[config.mk]
export PLATFORM = sky130hd
export DESIGN_NAME = pkt_cmd_core
export DESIGN_NICKNAME = d
export VERILOG_FILES = /design/src/pkt_cmd_pkg.sv /design/src/pkt_cmd_skid.sv /design/src/pkt_cmd_timer.sv /design/src/pkt_cmd_core.sv
export SDC_FILE = /design/constraint.sdc
export NUM_CORES = 1
export LEC_CHECK = 0
export ABC_CLOCK_PERIOD_IN_PS = 9190
export BUFFER_PORTS_ARGS = -buffer_cell sky130_fd_sc_hd__buf_2
export CORE_MARGIN = 4
export CORE_UTILIZATION = 35
export CTS_BUF_LIST = sky130_fd_sc_hd__clkbuf_8 sky130_fd_sc_hd__clkbuf_16
export DETAILED_ROUTE_END_ITERATION = 7
export GPL_TIMING_DRIVEN = 0
export PLACE_DENSITY = 0.54
export REMOVE_ABC_BUFFERS = 1
export SYNTH_ARGS = -nofsm -noshare
export SYNTH_HDL_FRONTEND = slang
export SYNTH_SLANG_ARGS = --single-unit
export TNS_END_PERCENT = 10
[constraint.sdc]
create_clock -name CORE_CLK_I -period 9.19 [get_ports CORE_CLK_I]
set_input_delay 0.919 -clock CORE_CLK_I [delete_from_list [all_inputs] [get_ports CORE_CLK_I]]
set_output_delay 0.919 -clock CORE_CLK_I [all_outputs]
set_load 0.005 [all_outputs]
[src/pkt_cmd_pkg.sv]
// Constants shared by the packet command core and its helpers.
package pkt_cmd_pkg;
  localparam logic [1:0] CLASS_CMD    = 2'h0;
  localparam logic [1:0] CLASS_RESP   = 2'h1;
  localparam logic [1:0] CLASS_REPORT = 2'h2;
  localparam logic [1:0] CLASS_ERR    = 2'h3;
  localparam int         CODE_W       = 6;
  localparam logic [5:0] CODE_ECHO    = 6'h00;
  localparam logic [5:0] CODE_VERSION = 6'h01;
  localparam logic [5:0] CODE_UWRITE  = 6'h02;
  localparam logic [5:0] CODE_UREAD   = 6'h03;
  localparam logic [5:0] CODE_SAVE    = 6'h04;
  localparam logic [5:0] CODE_RESTART = 6'h05;
  localparam logic [5:0] CODE_CLEAR   = 6'h06;
  localparam logic [4:0] ECHO_MAX     = 5'h10;
  localparam logic [4:0] USER_LEN     = 5'h10;
  localparam logic [4:0] VER_LEN      = 5'h10;
  localparam logic [4:0] CODE5_LEN    = 5'h03;
  localparam logic [4:0] MAX_LEN      = 5'h16;
  localparam int         USER_BYTES   = 16;
  localparam logic [7:0] REBOOT_B0    = 8'h08;
  localparam logic [7:0] REBOOT_B1    = 8'h12;
  localparam logic [7:0] REBOOT_B2    = 8'h63;
  localparam logic [7:0] HRST_B0      = 8'h0C;
  localparam logic [7:0] HRST_B1      = 8'h1C;
  localparam logic [7:0] HRST_B2      = 8'h61;
  localparam logic [7:0] HOFF_B0      = 8'h03;
  localparam logic [7:0] HOFF_B1      = 8'h0B;
  localparam logic [7:0] HOFF_B2      = 8'h5F;
  localparam logic [7:0] BLANK_CHAR   = 8'h20;
  localparam int         CLK_HZ       = 125000000;
  localparam int         HRST_MS      = 1500;
  localparam int         BOOT_MS      = 3000;
  localparam int         HRST_CYC     = (CLK_HZ / 1000) * HRST_MS;
  localparam int         BOOT_CYC     = (CLK_HZ / 1000) * BOOT_MS;
  localparam int         PWR_PULSE_W  = 32;
endpackage : pkt_cmd_pkg

[src/pkt_cmd_skid.sv]
// Two-entry valid/ready buffer for the response byte stream.
`timescale 1ns/1ns
`default_nettype none
module pkt_cmd_skid #(
  parameter int W = 9
) (
  input  wire logic         clk_i,
  input  wire logic         arst_n_i,
  input  wire logic [W-1:0] in_data_i,
  input  wire logic         in_valid_i,
  output logic              in_ready_o,
  output logic [W-1:0]      out_data_o,
  output logic              out_valid_o,
  input  wire logic         out_ready_i
);
  logic [W-1:0] mem_reg [2];
  logic         rd_reg;
  logic         wr_reg;
  logic [1:0]   cnt_reg;
  wire          push = in_valid_i && (cnt_reg != 2'h2);
  wire          pop  = out_ready_i && (cnt_reg != 2'h0);

  assign in_ready_o  = (cnt_reg != 2'h2);
  assign out_valid_o = (cnt_reg != 2'h0);
  assign out_data_o  = mem_reg[rd_reg];

  always_ff @(posedge clk_i or negedge arst_n_i) begin
    if (!arst_n_i) begin
      rd_reg  <= 1'b0;
      wr_reg  <= 1'b0;
      cnt_reg <= 2'h0;
    end else begin
      if (push) wr_reg <= ~wr_reg;
      if (pop) rd_reg <= ~rd_reg;
      cnt_reg <= cnt_reg + {1'b0, push} - {1'b0, pop};
    end
  end

  always_ff @(posedge clk_i) begin
    if (push) mem_reg[wr_reg] <= in_data_i;
  end
endmodule : pkt_cmd_skid
`default_nettype wire

[src/pkt_cmd_timer.sv]
// Down counter that holds a level for a loaded number of cycles.
`timescale 1ns/1ns
`default_nettype none
module pkt_cmd_timer #(
  parameter int W = 32
) (
  input  wire logic         clk_i,
  input  wire logic         arst_n_i,
  input  wire logic         load_i,
  input  wire logic [W-1:0] count_i,
  output logic              busy_o,
  output logic              done_o
);
  logic [W-1:0] cnt_reg;

  assign busy_o = (cnt_reg != '0);

  always_ff @(posedge clk_i or negedge arst_n_i) begin
    if (!arst_n_i) begin
      cnt_reg <= '0;
      done_o  <= 1'b0;
    end else begin
      done_o <= (cnt_reg == {{(W-1){1'b0}}, 1'b1});
      if (load_i) cnt_reg <= count_i;
      else if (busy_o) cnt_reg <= cnt_reg - {{(W-1){1'b0}}, 1'b1};
    end
  end
endmodule : pkt_cmd_timer
`default_nettype wire

[src/pkt_cmd_core.sv]
// Command interpreter for host packets 0 to 6 with response packet builder.
`timescale 1ns/1ns
`default_nettype none
// Overview of operation
// - Every accepted command yields exactly one response or error packet.
// - Response type carries the command's low six code bits.
// - Echo accepts zero to sixteen payload bytes of any value.
// - Echo answers type 0x40 with identical length and payload.
// - Version query answers 0x41 with a sixteen-byte ASCII string.
// - User write takes sixteen bytes, stores them, answers 0x42 empty.
// - User read answers 0x43 with the sixteen stored bytes.
// - At power-up the configuration is loaded from nonvolatile storage.
// - Save-state persists current settings and answers 0x44.
// - Reporting, fail-safe and watchdog are never saved as boot state.
// - Code 5 with 8,18,99 requests a simulated power-on restart.
// - Acknowledge first, then restart; commands ignored up to three seconds.
// - Code 5 with 12,28,97 pulses the host reset output.
// - Host held in reset about 1.5 s, then self reboot.
// - Code 5 with 3,11,95 pulses host power for configured length.
// - After power cycling the host the device reboots itself.
// - Each valid code-5 request answers type 0x45, empty payload.
// - Clear fills character memory with 0x20, cursor home, answers 0x46.
// - Type byte top bits give class, low six bits the code.
// - Packet is type, length 0 to 22, then payload; no CRC byte follows.
// - Every packet is answered within 250 ms.
module pkt_cmd_core
  import pkt_cmd_pkg::*;
#(
  parameter int         HRST_CYCLES = HRST_CYC,
  parameter int         BOOT_CYCLES = BOOT_CYC,
  parameter logic [7:0] VER_BYTE0   = 8'h4D  // Arbitrary identity byte.
) (
  input  wire logic                   CORE_CLK_I,
  input  wire logic                   ARST_N_I,
  input  wire logic                   CMD_VALID_I,
  input  wire logic [7:0]             CMD_TYPE_I,
  input  wire logic [4:0]             CMD_LEN_I,
  input  wire logic [8*22-1:0]        CMD_DATA_I,
  output logic                        CMD_READY_O,
  output logic [8:0]                  RSP_BYTE_O,
  output logic                        RSP_VALID_O,
  input  wire logic                   RSP_READY_I,
  input  wire logic [8*USER_BYTES-1:0] NV_USER_I,
  output logic [8*USER_BYTES-1:0]     NV_USER_O,
  output logic                        NV_USER_WE_O,
  output logic                        SAVE_STATE_O,
  output logic                        BOOT_LOAD_O,
  output logic                        CLEAR_SCREEN_O,
  output logic                        HOST_RESET_O,
  output logic                        HOST_POWER_O,
  input  wire logic [PWR_PULSE_W-1:0] PWR_PULSE_CYC_I,
  output logic                        BOOTING_O
);
  typedef enum {ST_BOOT, ST_IDLE, ST_SEND, ST_HRST, ST_HPWR, ST_REBOOT} state_e;
  typedef enum {ACT_NONE, ACT_REBOOT, ACT_HRST, ACT_HPWR} act_e;

  state_e           state_reg;
  act_e             act_reg;
  logic [7:0]       type_reg;
  logic [4:0]       len_reg;
  logic [4:0]       idx_reg;
  logic [8*22-1:0]  pay_reg;
  logic [8*USER_BYTES-1:0] user_reg;
  logic             hdr_reg;
  logic             lenb_reg;
  logic [8:0]       sk_data;
  logic             sk_valid;
  logic             sk_ready;
  logic             tmr_load;
  logic [31:0]      tmr_count;
  logic             tmr_busy;
  logic             tmr_done;
  logic [7:0]       ver_str [16];

  // Version string: model letters and revisions.
  assign ver_str = '{VER_BYTE0, 8'h44, 8'h4C, 8'h31, 8'h30, 8'h30, 8'h3A, 8'h68,
                     8'h31, 8'h2E, 8'h30, 8'h2C, 8'h73, 8'h31, 8'h2E, 8'h30};

  // ****************************************************************
  // Command validation
  // ****************************************************************
  wire [5:0] code   = CMD_TYPE_I[5:0];
  wire [7:0] b0     = CMD_DATA_I[7:0];
  wire [7:0] b1     = CMD_DATA_I[15:8];
  wire [7:0] b2     = CMD_DATA_I[23:16];
  wire       is_cmd = (CMD_TYPE_I[7:6] == CLASS_CMD);
  wire       m_rb   = (b0 == REBOOT_B0) && (b1 == REBOOT_B1) && (b2 == REBOOT_B2);
  wire       m_hr   = (b0 == HRST_B0) && (b1 == HRST_B1) && (b2 == HRST_B2);
  wire       m_hp   = (b0 == HOFF_B0) && (b1 == HOFF_B1) && (b2 == HOFF_B2);
  wire       len_ok =
    (code == CODE_ECHO)    ? (CMD_LEN_I <= ECHO_MAX) :
    (code == CODE_UWRITE)  ? (CMD_LEN_I == USER_LEN) :
    (code == CODE_RESTART) ? (CMD_LEN_I == CODE5_LEN) && (m_rb || m_hr || m_hp) :
    (code <= CODE_CLEAR)   ? (CMD_LEN_I == 5'h00) : 1'b0;
  wire       good   = is_cmd && len_ok && (CMD_LEN_I <= MAX_LEN);
  wire       take   = CMD_VALID_I && CMD_READY_O;
  wire       g_ver  = (code == CODE_VERSION);
  wire       g_ur   = (code == CODE_UREAD);
  wire       g_echo = (code == CODE_ECHO);
  wire [4:0] rsp_len = !good  ? 5'h00 :
                       g_echo ? CMD_LEN_I :
                       g_ver  ? VER_LEN :
                       g_ur   ? USER_LEN : 5'h00;

  // ****************************************************************
  // Response byte selection
  // ****************************************************************
  // The byte counter runs from one, so payload byte k goes out while it holds k plus one.
  wire [5:0] tcode = type_reg[5:0];
  wire [4:0] pidx  = idx_reg - 5'h01;
  wire [7:0] pay_byte = (tcode == CODE_VERSION && type_reg[7:6] == CLASS_RESP) ? ver_str[pidx[3:0]] :
                        (tcode == CODE_UREAD && type_reg[7:6] == CLASS_RESP) ? user_reg[pidx[3:0]*8 +: 8] :
                        pay_reg[pidx*8 +: 8];
  wire       last_byte = !hdr_reg && lenb_reg && (idx_reg == len_reg);
  wire [7:0] out_byte  = hdr_reg ? type_reg : !lenb_reg ? {3'h0, len_reg} : pay_byte;
  assign sk_data  = {last_byte || (!hdr_reg && !lenb_reg && len_reg == 5'h00), out_byte};
  assign sk_valid = (state_reg == ST_SEND);
  wire       sent = sk_valid && sk_ready && sk_data[8];

  pkt_cmd_skid #(.W(9)) u_skid (
    .clk_i       (CORE_CLK_I),
    .arst_n_i    (ARST_N_I),
    .in_data_i   (sk_data),
    .in_valid_i  (sk_valid),
    .in_ready_o  (sk_ready),
    .out_data_o  (RSP_BYTE_O),
    .out_valid_o (RSP_VALID_O),
    .out_ready_i (RSP_READY_I)
  );

  assign tmr_load  = (sent && act_reg != ACT_NONE) || (tmr_done && (state_reg == ST_HRST || state_reg == ST_HPWR))
                     || (state_reg == ST_BOOT && !tmr_busy && !tmr_done && !BOOTING_O);
  assign tmr_count = (sent && act_reg == ACT_HRST) ? HRST_CYCLES[31:0] :
                     (sent && act_reg == ACT_HPWR) ? PWR_PULSE_CYC_I :
                     BOOT_CYCLES[31:0];

  pkt_cmd_timer #(.W(32)) u_timer (
    .clk_i    (CORE_CLK_I),
    .arst_n_i (ARST_N_I),
    .load_i   (tmr_load),
    .count_i  (tmr_count),
    .busy_o   (tmr_busy),
    .done_o   (tmr_done)
  );

  // ****************************************************************
  // Sequencer
  // ****************************************************************
  always_ff @(posedge CORE_CLK_I or negedge ARST_N_I) begin
    if (!ARST_N_I) begin
      state_reg <= ST_BOOT;
      act_reg   <= ACT_NONE;
      type_reg  <= 8'h00;
      len_reg   <= 5'h00;
      idx_reg   <= 5'h00;
      pay_reg   <= '0;
      hdr_reg   <= 1'b1;
      lenb_reg  <= 1'b0;
      BOOTING_O <= 1'b0;
    end else begin
      case (state_reg)
        ST_BOOT: begin
          BOOTING_O <= 1'b1;
          if (tmr_done) begin
            BOOTING_O <= 1'b0;
            state_reg <= ST_IDLE;
          end
        end
        ST_IDLE: begin
          if (take) begin
            type_reg  <= {good ? CLASS_RESP : CLASS_ERR, code};
            len_reg   <= rsp_len;
            pay_reg   <= CMD_DATA_I;
            idx_reg   <= 5'h01;
            hdr_reg   <= 1'b1;
            lenb_reg  <= 1'b0;
            act_reg   <= !(good && code == CODE_RESTART) ? ACT_NONE :
                         m_rb ? ACT_REBOOT : m_hr ? ACT_HRST : ACT_HPWR;
            state_reg <= ST_SEND;
          end
        end
        ST_SEND: begin
          if (sk_ready) begin
            if (hdr_reg) hdr_reg <= 1'b0;
            else if (!lenb_reg) lenb_reg <= 1'b1;
            else idx_reg <= idx_reg + 5'h01;
            if (sk_data[8]) begin
              case (act_reg)  // acknowledge goes out before any restart.
                ACT_REBOOT: state_reg <= ST_BOOT;
                ACT_HRST:   state_reg <= ST_HRST;
                ACT_HPWR:   state_reg <= ST_HPWR;
                default:    state_reg <= ST_IDLE;
              endcase
              BOOTING_O <= (act_reg != ACT_NONE);
            end
          end
        end
        ST_HRST, ST_HPWR: begin
          if (tmr_done) state_reg <= ST_BOOT;
        end
        default: state_reg <= ST_IDLE;
      endcase
    end
  end

  // ****************************************************************
  // Side effects and persistent user area
  // ****************************************************************
  always_ff @(posedge CORE_CLK_I or negedge ARST_N_I) begin
    if (!ARST_N_I) begin
      user_reg       <= '0;
      NV_USER_O      <= '0;
      NV_USER_WE_O   <= 1'b0;
      SAVE_STATE_O   <= 1'b0;
      BOOT_LOAD_O    <= 1'b0;
      CLEAR_SCREEN_O <= 1'b0;
      HOST_RESET_O   <= 1'b0;
      HOST_POWER_O   <= 1'b0;
      CMD_READY_O    <= 1'b0;
    end else begin
      CMD_READY_O    <= (state_reg == ST_IDLE) && !take;
      BOOT_LOAD_O    <= (state_reg == ST_BOOT) && tmr_done;
      if (BOOT_LOAD_O) user_reg <= NV_USER_I;
      NV_USER_WE_O   <= take && good && (code == CODE_UWRITE);
      SAVE_STATE_O   <= take && good && (code == CODE_SAVE);
      CLEAR_SCREEN_O <= take && good && (code == CODE_CLEAR);
      if (take && good && code == CODE_UWRITE) begin
        user_reg  <= CMD_DATA_I[8*USER_BYTES-1:0];
        NV_USER_O <= CMD_DATA_I[8*USER_BYTES-1:0];
      end
      HOST_RESET_O <= (state_reg == ST_HRST) && !tmr_done;
      HOST_POWER_O <= (state_reg == ST_HPWR) && !tmr_done;
    end
  end
endmodule : pkt_cmd_core
`default_nettype wire

### Yosys cells after proc, flatten, opt, wreduce, memory -nomap -nowiden

Memory sizes are Yosys's and may differ from the RTL's.
Index checks and enable logic that the tools add are counted.

* bits of input ports: 353
* memories: 2
* flip-flop bits (word level): 561
* memory bits (writable): 18
* ROM bits: 128

* equal/unequal tests: 43
* add/subtract/negate cells: 5
* order comparisons: 4
* bitwise logic cells: 3
* reduce and logical (&&, ||, !) cells: 67
* multiplexer cells: 49
* shifts and indexed selects: 2

Memory list
* (name not given): depth 16, bits a word 8, rd ports 1, clocked after memory_dff 0, wr ports 0, line pkt_cmd_core.sv:111 `wire [7:0] pay_byte = (tcode == CODE_VERSION && type_reg[7:6] == CLASS_RESP) ? ver_str[pidx[3:0]] :`
* u_skid.mem_reg: depth 2, bits a word 9, rd ports 1, clocked after memory_dff 0, wr ports 1, line pkt_cmd_skid.sv:16 `logic [W-1:0] mem_reg [2];`

Operators with widths (number)
* $mux W32: 9
* $mux W128: 2
* $shiftx A176 B9 Y8: 1
* $eq A32 B2 Y1 const B: 5
* $eq A32 B3 Y1 const B: 5
* $pmux W32 S4: 1
* $shiftx A128 B8 Y8: 1
* $eq A32 B1 Y1 const B: 3
* $logic_not A32 Y1: 2
* $reduce_bool A32 Y1: 2
* $mux W8: 6
* $mux W5: 8
* $logic_and A1 B1 Y1: 35
* $eq A32 B4 Y1 const B: 1
* $sub A32 B1 Y32 const B: 1
* $eq A8 B4 Y1 const B: 3
* $eq A8 B7 Y1 const B: 3
* $eq A6 B2 Y1 const B: 3
* $eq A6 B3 Y1 const B: 3
* $eq A8 B5 Y1 const B: 2
* $mux W1: 15
* $eq A6 B1 Y1 const B: 2
* $ne A2 B2 Y1 const B: 6
* $le A5 B5 Y1 const B: 2
* 29 further kinds: 52

### Longest topological paths before layout

Gate-level depths: netlist (run 1).

* word-level depth: 14
* gate-level depth with buffers: 16

### By module

From an unflattened synthesis (run 1), not the netlist that was laid out.

* cells, all modules: 2509
* area total of the unflattened synthesis: 24778.8 um^2

By module, submodules not included
* pkt_cmd_core: sequential area each 11637.4 um^2, area each 21988.6 um^2, instances 1, cells an instance 2250
* pkt_cmd_timer: sequential area each 825.8 um^2, area each 1944.4 um^2, instances 1, cells an instance 214
* pkt_cmd_skid: sequential area each 640.6 um^2, area each 845.8 um^2, instances 1, cells an instance 45

### Worst setup path before layout (run 1)

No wires, ideal clock.

* path kind: register to register
* start: reg idx_reg[0]
* end: mem u_skid.mem_reg[0][5], data pin
* cell stages (with the launch flop): 15
* period minus slack after synthesis: 3.726 ns
* setup time: 0.260 ns
* required time: 8.930 ns
* arrival: 3.465 ns
* setup slack: 5.464 ns
* cell sequence: dfrtp_1 > buf_2 > buf_2 > clkinv_1 > ha_1 > clkbuf_1 > inv_1 > ha_1 > buf_2 > buf_2 > clkbuf_1 > mux4_2 > mux2i_1 > o211ai_1 > a32o_1

* cells in the longest elaborated chain, start to end: 8
* elaborated cells on any way between the ends: 11
* those cells by class: 1 x add/sub; 2 x shift; 6 x mux; 1 x bitwise; 1 x memory

Ends and longest elaborated chain
* from (decl): line pkt_cmd_core.sv:61 `logic [4:0] idx_reg;`
* from (signal assigned): line pkt_cmd_core.sv:186 `else idx_reg <= idx_reg + 5'h01;`
* $sub A5 B1 Y5 *: line pkt_cmd_core.sv:110 `wire [4:0] pidx = idx_reg - 5'h01;`
* branches (longest 4 deep; another with $shiftx A176 B9 Y8)
* $mux W8 *: line pkt_cmd_core.sv:111
* $mux W8 * (2 in series): line pkt_cmd_core.sv:115 `wire [7:0] out_byte = hdr_reg ? type_reg : !lenb_reg ? {3'h0, len_reg} : pay_byte;`
* net out_byte[5]: line pkt_cmd_core.sv:115
* to (decl): line pkt_cmd_skid.sv:16

Mark *: on every way through the listed nets, which the timed path passes. The select of a mux whose other input is x is not followed.

### Worst setup path in the final report (run 1)

Ends and elaborated chain as after synthesis.

==> out/qor.yml, run 1 <==
floorplanning:
  die_area_mm2: 0.0737
  core-area_mm2: 0.0687
  rows: 96
  start_util: 0.353
  die_x_um: 271
  die_height_um: 271
  io_pins: 499
power_and_ir_drop:
  power.internal_uw: 5570
  switching_share: 0.354
  power_frac_seq: 0.368
  comb_power_share: 0.333
  p_leak_uw: 0.0151
  p_sw_uw: 3050
  peakVddDrop_uv: 289
  p_clk_frac: 0.299
  powerDensity_mw_per_mm2: 286
placed_design:
  port_buffers: 498
  hpwlAfterDp_um: 58700
  place_inst: 3775
  gp_congestion: 0.855
timing:
  slew_headroom: 0.233
  rsz0062_at_grt: "false"
  clock_skew_ps: 24.5
  slew_viol_final: 0
  period_share: 0.666
  finalSetupViolCount: 0
  fin_tns_setup_ps: 0
  tightest_slew_ps: 1140
  fmax_mhz: 163
  min_period_ps: 6120
  hold_violations: 0
grt:
  grt_pass1_vias: 20300
  grt_pass1_wl_um: 124000
  grt_usage: 0.216
  overflow: 0
  grt_max_degree: 150
  antenna_found_initial: 31
route:
  drt_iter0_drc: 1518
  wl_um: 81300
  drc_errors: 0
  vias: 19900
  antenna_left: 0
  avgRoutedWirePerCell_um: 20.8
  dr.pass1.iters: 5
  viasPerCell: 5.08
yosys:
  synth.cell_area_mm2: 0.0243
  async_reset_ff_frac: 0.965
  synth-edff-count: 18
  synth_largest_area_cell: "dfrtp_1"
  syn_area_per_cell_um2: 9.84
  synth_flop_cell: "dfrtp_1"
  synth_top_area_frac: 0.516
  yosysUniqueCellTypes: 68
  synthTopCellsByCount: "993 x nand2_1, 501 x dfrtp_1, 163 x mux2i_1, 128 x o21ai_0, 107 x clkbuf_1"
  yosysWarnings: 0
  synth-seq-cells: 520
  syn_inst: 2469
  yosysMostFrequentCell: "nand2_1"
  synth-seq-area-share: 0.540
  ys_top_cells_by_area: "dfrtp_1 52%, nand2_1 15%, mux2i_1 6.7%"
clock_network:
  htree_levels: 2
  cts_hold_buf: 0
  cts_made_buffers: 61
  clkSlewWorstSetupHoldPaths_ps: 60
  cts_setup_buffers: 0
  cts_max_path_buffers: 3
  cts_tree: "done"
  ctsResizeCount: 0
  cts_root_buffer: "clkbuf_16"
  clk_latency_ps: 630
  clkSinkCount: 520
worst_setup_path:
  critPathArrivalTime_ps: 6460
  critPathRequiredTime_ps: 9530
  r2r_end: "u_skid.mem_reg[0][5]$_DFFE_PP_"
  worstRegToRegCells: 13
  reg2reg_slack_ps: 3070
  end_kind: "flop"
  crit-reg2reg-launch: "idx_reg[0]$_DFFE_PN0P_"
  cp_max_fo: 33
  setup.worst_path.class: "flop to flop"
  start_kind: "flop"
final_layout:
  post-route-util: 0.439
  stdcell_count: 3908
  syn_to_final_growth_pct: 24.1
  fill_cells: 6788
  nets: 3271
  layout-drive-gt1-share: 0.248
  largest_register_ffs: 176
outcome:
  outcome: "complete, no violations"
worst_hold_path:
  hold_path.class: "input port to asynchronous set/reset pin"
run:
  maxCapViolCount: 0
cell usage in the layout (no fill, tap or decap), types with 11 or more instances in the layout:
master     netlist  routed
nand2_1        993     993
dfrtp_1        501     499
buf_2           16     498
mux2i_1        163     163
o21ai_0        128     128
mux4_2          72      72
clkbuf_16        0      61
nor2_1          58      57
a21oi_1         52      51
o21ai_1         37      37
inv_1           16      29
nor3_1          22      22
xnor2_1         22      21
edfxtp_1        18      18
diode_2          0      17
xor2_1          18      17
clkbuf_8         0      17
nor4_1          16      15
buf_16           0      15
or4_1           13      13
o22ai_1         13      13
clkinv_2         0      12
mux2_2          11      11
nand3_1         11      11
nor2b_1         11      11
power by group through the flow:
stage	Clock [uW]	Combinational (uW)	Sequential, uW
final	2570	2870	3170
after global routing	2750	3150	3240
after floorplan	0	1740	3140
after global placement	0	2820	3270
after CTS	2640	2930	3170
after detailed placement	0	2920	3210
critical path: stages (launching register included):
cell and delay, ps:
dfrtp_4 820, buf_16 310, buf_16 280, clkinv_1 560, ha_4 440, inv_1 160, ha_4 470, buf_16 310
clkinv_1 830, nand2_1 530, o21ai_0 230, o211ai_1 210, o211ai_1 170, a32o_1 400
per-layer routing:
layer | vias up | wire length, um | track usage
met5 | - | 121 | 0
met2 | 585 | 39100 | 0.359
met1 | 9853 | 34700 | 0.285
met3 | 136 | 5590 | 0.0552
li1 | 9261 | - | -
met4 | 22 | 1820 | 0.0509
logic make-up after synthesis:
kind of cell	count (synthesis)	synth area share
and+or+nand+nor	1189	0.200
DFF	520	0.540
AOI/OAI and AO/OA	296	0.0700
muxes	246	0.139
buffers and inverters	166	0.0308
xor gates and xnor gates	40	0.0144
adders and majority gates	12	0.00608
worst max-delay path by stage:
| stage | end | start | slack [ps] |
|---|---|---|---|
| 4_1_cts | u_skid.mem_reg[0][5]$_DFFE_PP_ | idx_reg[0]$_DFFE_PN0P_ | 2880 |
| 3_5_place_dp | u_skid.mem_reg[1][5]$_DFFE_PP_ | idx_reg[0]$_DFFE_PN0P_ | 2910 |
| 2_1_floorplan | u_skid.mem_reg[0][5]$_DFFE_PP_ | idx_reg[0]$_DFFE_PN0P_ | 1510 |
| 3_3_place_gp | u_skid.mem_reg[0][5]$_DFFE_PP_ | idx_reg[0]$_DFFE_PN0P_ | -5880 |
| 6_report | u_skid.mem_reg[0][5]$_DFFE_PP_ | idx_reg[0]$_DFFE_PN0P_ | 3070 |
| 5_1_grt | u_skid.mem_reg[1][5]$_DFFE_PP_ | idx_reg[0]$_DFFE_PN0P_ | 2710 |
area by class of cell:
type                    count  area (um^2)  share of cell area
diodes                     17         42.5             0.00141
clock buffers              78         1760              0.0584
clock inverters            38          403              0.0134
inverters                  19         78.8             0.00262
multi-input cells        1783        10500               0.349
flip-flops and latches    520        13100               0.435
well taps                 931         1160              0.0387
repair buffers            522         3060               0.102
metrics by stage:
stage / hold slack (ps) / total power [uW] / instance area, um^2 / setup slack, ps
detailed placement: 457 / 6130 / 27900 / 2910
global placement: 453 / 6090 / 27300 / -5880
floorplan: 437 / 4870 / 23600 / 1510
finish: 252 / 8620 / 30100 / 3070
global route: 269 / 9140 / 30100 / 2710
CTS: 261 / 8750 / 30100 / 2880
Note: power is estimated with default switching activity, not from simulation.
==> run 2, diff against run 1 <==
--- a/config.mk
+++ b/config.mk
@@ -5,7 +5,7 @@
 export SDC_FILE = /design/constraint.sdc
 export NUM_CORES = 1
 export LEC_CHECK = 0
-export ABC_CLOCK_PERIOD_IN_PS = 9190
+export ABC_CLOCK_PERIOD_IN_PS = 6200
 export BUFFER_PORTS_ARGS = -buffer_cell sky130_fd_sc_hd__buf_2
 export CORE_MARGIN = 4
 export CORE_UTILIZATION = 35
==> constraint.sdc (replaced) <==
create_clock -name CORE_CLK_I -period 6.2 [get_ports CORE_CLK_I]
set_input_delay 0.62 -clock CORE_CLK_I [delete_from_list [all_inputs] [get_ports CORE_CLK_I]]
set_output_delay 0.62 -clock CORE_CLK_I [all_outputs]
set_load 0.005 [all_outputs]
==> out/qor.yml, run 2 (synthesized netlist as in run 1, its figures left out) <==
worst_setup_path:
  critPathArrivalTime_ps: 5860  # -600 ps
  critPathRequiredTime_ps: 6540  # -2990 ps
  cp_max_fo: 33  # unchanged
  crit-reg2reg-launch: "idx_reg[0]$_DFFE_PN0P_"
  setup.worst_path.class: "flop to flop"
  end_kind: "flop"
  start_kind: "flop"
  reg2reg_slack_ps: 670  # -2400 ps
  critical_path.startpoint: "idx_reg[0]$_DFFE_PN0P_"
final_layout:
  stdcell_count: 3910  # +0.051%
  final_cell_area_mm2: 0.0301  # about the same
  nets: 3272  # +0.031%
  final_cell_mix: "993 x nand2_1, 499 x dfrtp_1, 498 x buf_2"
  syn_to_final_growth_pct: 24.1  # about the same
  layout-drive-gt1-share: 0.249  # +0.000254
  ff_latch_area_mm2: 0.0131  # unchanged
  fill_cells: 6789  # +0.015%
  mostFrequentLayoutCell: "nand2_1"
  largest_register_ffs: 176  # unchanged
  multiInputGateArea_mm2: 0.0105  # unchanged
placed_design:
  post_dp_cell_area_mm2: 0.0279  # unchanged
  gp_congestion: 0.855  # unchanged
  place_inst: 3775  # unchanged
  hpwlAfterDp_um: 58700  # unchanged
  port_buffers: 498  # unchanged
power_and_ir_drop:
  power.total_uw: 12800  # +48%
  p_sw_uw: 4530  # +48%
  powerDensity_mw_per_mm2: 424  # +48%
  p_leak_uw: 0.0151  # about the same
  power_frac_seq: 0.368  # about the same
  peakVddDrop_uv: 431  # +49%
  switching_share: 0.354  # about the same
  comb_power_share: 0.333  # about the same
  p_clk_frac: 0.299  # about the same
  power.internal_uw: 8250  # +48%
route:
  vias: 19900  # +0.15%
  dr.pass1.iters: 5  # unchanged
  viasPerCell: 5.09  # about the same
  drt_iter0_drc: 1491  # -1.8%
  drc_errors: 0  # unchanged
  antenna_left: 0  # unchanged
  avgRoutedWirePerCell_um: 20.8  # about the same
  wl_um: 81400  # about the same
grt:
  overflow: 0  # unchanged
  antenna_found_initial: 31  # unchanged
  grt_pass1_vias: 20300  # +0.039%
  grt_usage: 0.216  # about the same
  grt_max_degree: 150  # unchanged
  grt_pass1_wl_um: 124000  # about the same
timing:
  hold_violations: 0  # unchanged
  period_share: 0.891  # +0.225
  slew_headroom: 0.232  # -0.000987
  clock_skew_ps: 24.7  # +0.257 ps
  min_period_ps: 5530  # -593 ps
  fmax_mhz: 181  # +11%
  slew_viol_final: 0  # unchanged
  finalSetupViolCount: 0  # unchanged
  rsz0062_at_grt: "false"
  tightest_slew_ps: 1140  # +1.47 ps
worst_hold_path:
  hp-start: "CMD_DATA_I[163]"
  hold_path.class: "input port to flop"
floorplanning:
  rows: 96  # unchanged
  die_area_mm2: 0.0737  # unchanged
  die_height_um: 271  # unchanged
  start_util: 0.353  # unchanged
  io_pins: 499  # unchanged
  die_x_um: 271  # unchanged
  core-area_mm2: 0.0687  # unchanged
outcome:
  outcome: "complete, no violations"
clock_network:
  cts_root_buffer: "clkbuf_16"
  cts_tree: "done"
  cts_max_path_buffers: 3  # unchanged
  clk_latency_ps: 630  # about the same
  cts_made_buffers: 61  # unchanged
  htree_levels: 2  # unchanged
  clkSinkCount: 520  # unchanged
  clkSlewWorstSetupHoldPaths_ps: 60  # about the same
run:
  maxCapViolCount: 0  # unchanged
==> run 2: cell types whose count changed in the layout (fill, tap and decap cells not counted) <==
cell / change
clkinv_1: -1
clkinv_2: +1
diode_2: +1
dlygate4sd3_1: +1
==> run 2: final cells by class <==
| type | instances | share of cell area |
|---|---|---|
| sequential | 520 | 0.435 |
| tap | 931 | 0.0386 |
| inverter | 19 | 0.00266 |
| clock buffer | 78 | 0.0584 |
| multi-input combinational | 1783 | 0.349 |
| timing repair buffer | 523 | 0.102 |
| clock inverter | 38 | 0.0134 |
| antenna | 18 | 0.00149 |
==> run 2: per-stage QoR <==
stage	hold WS (ps)	util	setup TNS, ps	setup WS, ps
after floorplan	324	-	-154700	-1480
after global placement	453	0.397	-5292420	-8870
after detailed placement	457	0.406	-167	-83.3
after CTS	152	0.438	0	495
after global routing	162	0.438	0	309
final	190	0.439	0	674
==> run 2: path summary, 6_finish.rpt <==
path | end | cells past startpoint
max | u_skid.mem_reg[0][5]$_DFFE_PP_ | 13
min | pay_reg[163]$_DFFE_PN0P_ | 3
max reg2reg | u_skid.mem_reg[0][5]$_DFFE_PP_ | 13
min reg2reg | pay_reg[40]$_DFFE_PN0P_ | 2
max in group asynchronous | NV_USER_O[72]$_DFFE_PN0P_ | 4
min in group asynchronous | user_reg[100]$_DFFE_PN0P_ | 2
==> run 2: worst max-delay path, stage by stage (launching register included) <==
cell	delay (ps)
dfrtp_4	820
buf_16	320
buf_16	280
clkinv_1	540
ha_4	430
inv_1	170
ha_4	470
buf_16	310
clkinv_2	450
nand2_1	370
o21ai_0	200
o211ai_1	210
o211ai_1	170
a32o_1	390
==> run 2: what timing repair did <==
| action | in CTS | in global routing |
|---|---|---|
| setup endpoints to repair | 2 | 0 |
| gates resized for setup | 1 | 0 |
| hold buffers | 1 | 0 |
| setup buffers | 0 | 0 |
| endpoints found under the hold margin | 51 | 0 |
==> run 2: power by group through the flow <==
stage / Sequential, uW / Clock (uW) / Combinational, uW
floorplan: 4650 / 0 / 2570
global placement: 4840 / 0 / 4170
detailed placement: 4760 / 0 / 4330
CTS: 4700 / 3910 / 4350
global route: 4800 / 4070 / 4680
finish: 4710 / 3810 / 4260
==> run 2: routing by layer <==
layer	global-route usage	part of all wire
met1	0.285	0.43
met2	0.359	0.48
met3	0.0551	0.068
met4	0.0509	0.022
met5	0	0.0016
==> run 3, diff against run 2 <==
--- a/config.mk
+++ b/config.mk
@@ -13,6 +13,7 @@
 export DETAILED_ROUTE_END_ITERATION = 7
 export GPL_TIMING_DRIVEN = 0
 export PLACE_DENSITY = 0.54
+export RECOVER_POWER = 100
 export REMOVE_ABC_BUFFERS = 1
 export SYNTH_ARGS = -nofsm -noshare
 export SYNTH_HDL_FRONTEND = slang
==> out/qor.yml, run 3 (synthesized netlist as in run 1, its figures left out) <==
outcome:
  outcome: "complete, but fails checks"
  violations: "capacitance limit, slew limit"
power_and_ir_drop:
  peakVddDrop_uv: 427  # -0.94%
  p_leak_uw: 0.0147  # -3.2%
  powerDensity_mw_per_mm2: 427  # +0.68%
final_layout:
  largest_register_ffs: 176  # unchanged
  layout-drive-gt1-share: 0.211  # -0.0375
  nets: 3272  # unchanged
  final_cell_mix: "993 x nand2_1, 500 x dfrtp_1, 396 x buf_2"
  post-route-util: 0.435  # -0.00392
  stdcell_count: 3908  # -0.051%
  mostFrequentLayoutCell: "nand2_1"
  syn_to_final_growth_pct: 23.0
  final_cell_area_mm2: 0.0299  # -0.89%
grt:
  grt_max_degree: 150  # unchanged
  grt_usage: 0.216  # unchanged
  antenna_found_initial: 31  # unchanged
  overflow: 0  # unchanged
  grt_pass1_wl_um: 124000  # unchanged
  grt_pass1_vias: 20300  # unchanged
placed_design:
  port_buffers: 498  # unchanged
  hpwlAfterDp_um: 58700  # unchanged
  post_dp_cell_area_mm2: 0.0279  # unchanged
  gp_congestion: 0.855  # unchanged
  place_inst: 3775  # unchanged
  pre_cts_ws_ps: -83.3  # unchanged
worst_hold_path:
  hold_end: "pay_reg[163]$_DFFE_PN0P_"
  hp-start: "CMD_DATA_I[163]"
  hold_path.class: "input port to flop"
  hold_path_depth: 3  # unchanged
worst_setup_path:
  reg2reg_slack_ps: 600  # -80 ps
  critical-path-max-stage-delay_ps: 820  # about the same
  path_cells: "buf_16 > buf_16 > clkinv_1 > ha_4 > inv_1 > ha_4 > buf_16 > inv_1 > nand2_1 > o21ai_0 > o211ai_1 > o211ai_1 > a32o_1"
  r2r_end: "u_skid.mem_reg[0][5]$_DFFE_PP_"
  cp_max_fo: 33  # unchanged
  crit-reg2reg-launch: "idx_reg[0]$_DFFE_PN0P_"
  critical_path.most_common_cell: "buf_16"
  critPathRequiredTime_ps: 6540  # about the same
  cpMaxStageDelayCell: "dfrtp_4"
  worstRegToRegCells: 13  # unchanged
  end_kind: "flop"
  setup.worst_path.class: "flop to flop"
  start_kind: "flop"
  critPathArrivalTime_ps: 5940  # +80 ps
timing:
  hold_violations: 0  # unchanged
  final.setup.worst_slack_ps: 597  # -76.7 ps
  slew_headroom: -1.71  # -1.95
  period_share: 0.904  # +0.0124
  min_period_ps: 5600  # +76.7 ps
  tightest_slew_ps: 4070  # +2930 ps
  rsz0062_at_grt: "false"
  finalSetupViolCount: 0  # unchanged
  fmax_mhz: 178  # -1.4%
  slew_viol_final: 552  # +552
  fin_tns_setup_ps: 0  # unchanged
  clock_skew_ps: 23.9  # -0.886 ps
clock_network:
  clkSlewWorstSetupHoldPaths_ps: 60  # about the same
  clk_latency_ps: 630  # about the same
  cts_root_buffer: "clkbuf_16"
  cts_made_buffers: 61  # unchanged
  clkSinkCount: 520  # unchanged
  htree_levels: 2  # unchanged
  cts_tree: "done"
  cts_max_path_buffers: 3  # unchanged
  cts_setup_buffers: 0  # unchanged
floorplanning:
  die_x_um: 271  # unchanged
  start_util: 0.353  # unchanged
  io_pins: 499  # unchanged
  die_height_um: 271  # unchanged
  rows: 96  # unchanged
  die_area_mm2: 0.0737  # unchanged
  core-area_mm2: 0.0687  # unchanged
run:
  maxCapViolCount: 8  # +8
route:
  wl_um: 81400  # about the same
  drc_errors: 0  # unchanged
  viasPerCell: 5.09  # about the same
  antenna_left: 0  # unchanged
  dr.pass1.iters: 5  # unchanged
  drt_iter0_drc: 1511  # +1.3%
  vias: 19900  # -0.035%
  avgRoutedWirePerCell_um: 20.8  # about the same
==> run 3: cell types whose count changed in the layout (fill, tap and decap cells not counted), sizes merged <==
cell	delta
clkbuf	+105
inv	+1
clkinv	-1
diode	-2
dlymetal6s4s	+1
buf	-106
==> run 3: critical path, delay by kind of cell (launching register included) <==
kind,cells,cell delay [ps]
AND/OR/NAND/NOR,1,390
flip-flops,1,820
adder cells (fa/ha/maj),2,900
buffers and inverters,6,2130
AO/OA/AOI/OAI,4,970
==> run 3: how the worst max path moves through the flow <==
stage	slack (ps)	from	endpoint
after floorplan	-1480	idx_reg[0]$_DFFE_PN0P_	u_skid.mem_reg[0][5]$_DFFE_PP_
after global placement	-8870	idx_reg[0]$_DFFE_PN0P_	u_skid.mem_reg[0][5]$_DFFE_PP_
after detailed placement	-80	idx_reg[0]$_DFFE_PN0P_	u_skid.mem_reg[1][5]$_DFFE_PP_
after CTS	490	idx_reg[0]$_DFFE_PN0P_	u_skid.mem_reg[0][5]$_DFFE_PP_
after global routing	190	idx_reg[0]$_DFFE_PN0P_	u_skid.mem_reg[1][5]$_DFFE_PP_
final	600	idx_reg[0]$_DFFE_PN0P_	u_skid.mem_reg[0][5]$_DFFE_PP_
==> run 3: per-stage QoR <==
stage | hold WS [ps] | power (uW)
floorplan | 324 | 7220
global placement | 453 | 9010
detailed placement | 457 | 9090
CTS | 152 | 13000
global route | 162 | 13500
finish | 189 | 12800
==> run 3: layout make-up <==
cell class	instances	area (um^2)
clock inverters	38	403
well taps	931	1160
repair buffers	523	2830
diodes	16	40.0
fillers	6856	38800
clock buffers	78	1760
flip-flops and latches	520	13100
inverters	19	71.3
multi-input cells	1783	10500
==> run 3: timing repair <==
item | CTS | global route
endpoints found under the setup margin | 2 | 0
hold buffers | 1 | 0
hold endpoints to repair | 51 | 0
gates resized for setup | 1 | 0
==> run 3: layer usage <==
metal / routed length, um / vias up / global-route usage
met5: 115 / - / 0
met4: 1750 / 22 / 0.0509
met3: 5470 / 129 / 0.0551
met2: 39300 / 570 / 0.359
met1: 34700 / 9905 / 0.285
li1: - / 9253 / -
==> run 3: where the power goes <==
group / internal [uW] / switching [uW]
logic: 1710 / 2520
clock network: 2330 / 1490
registers: 4200 / 512
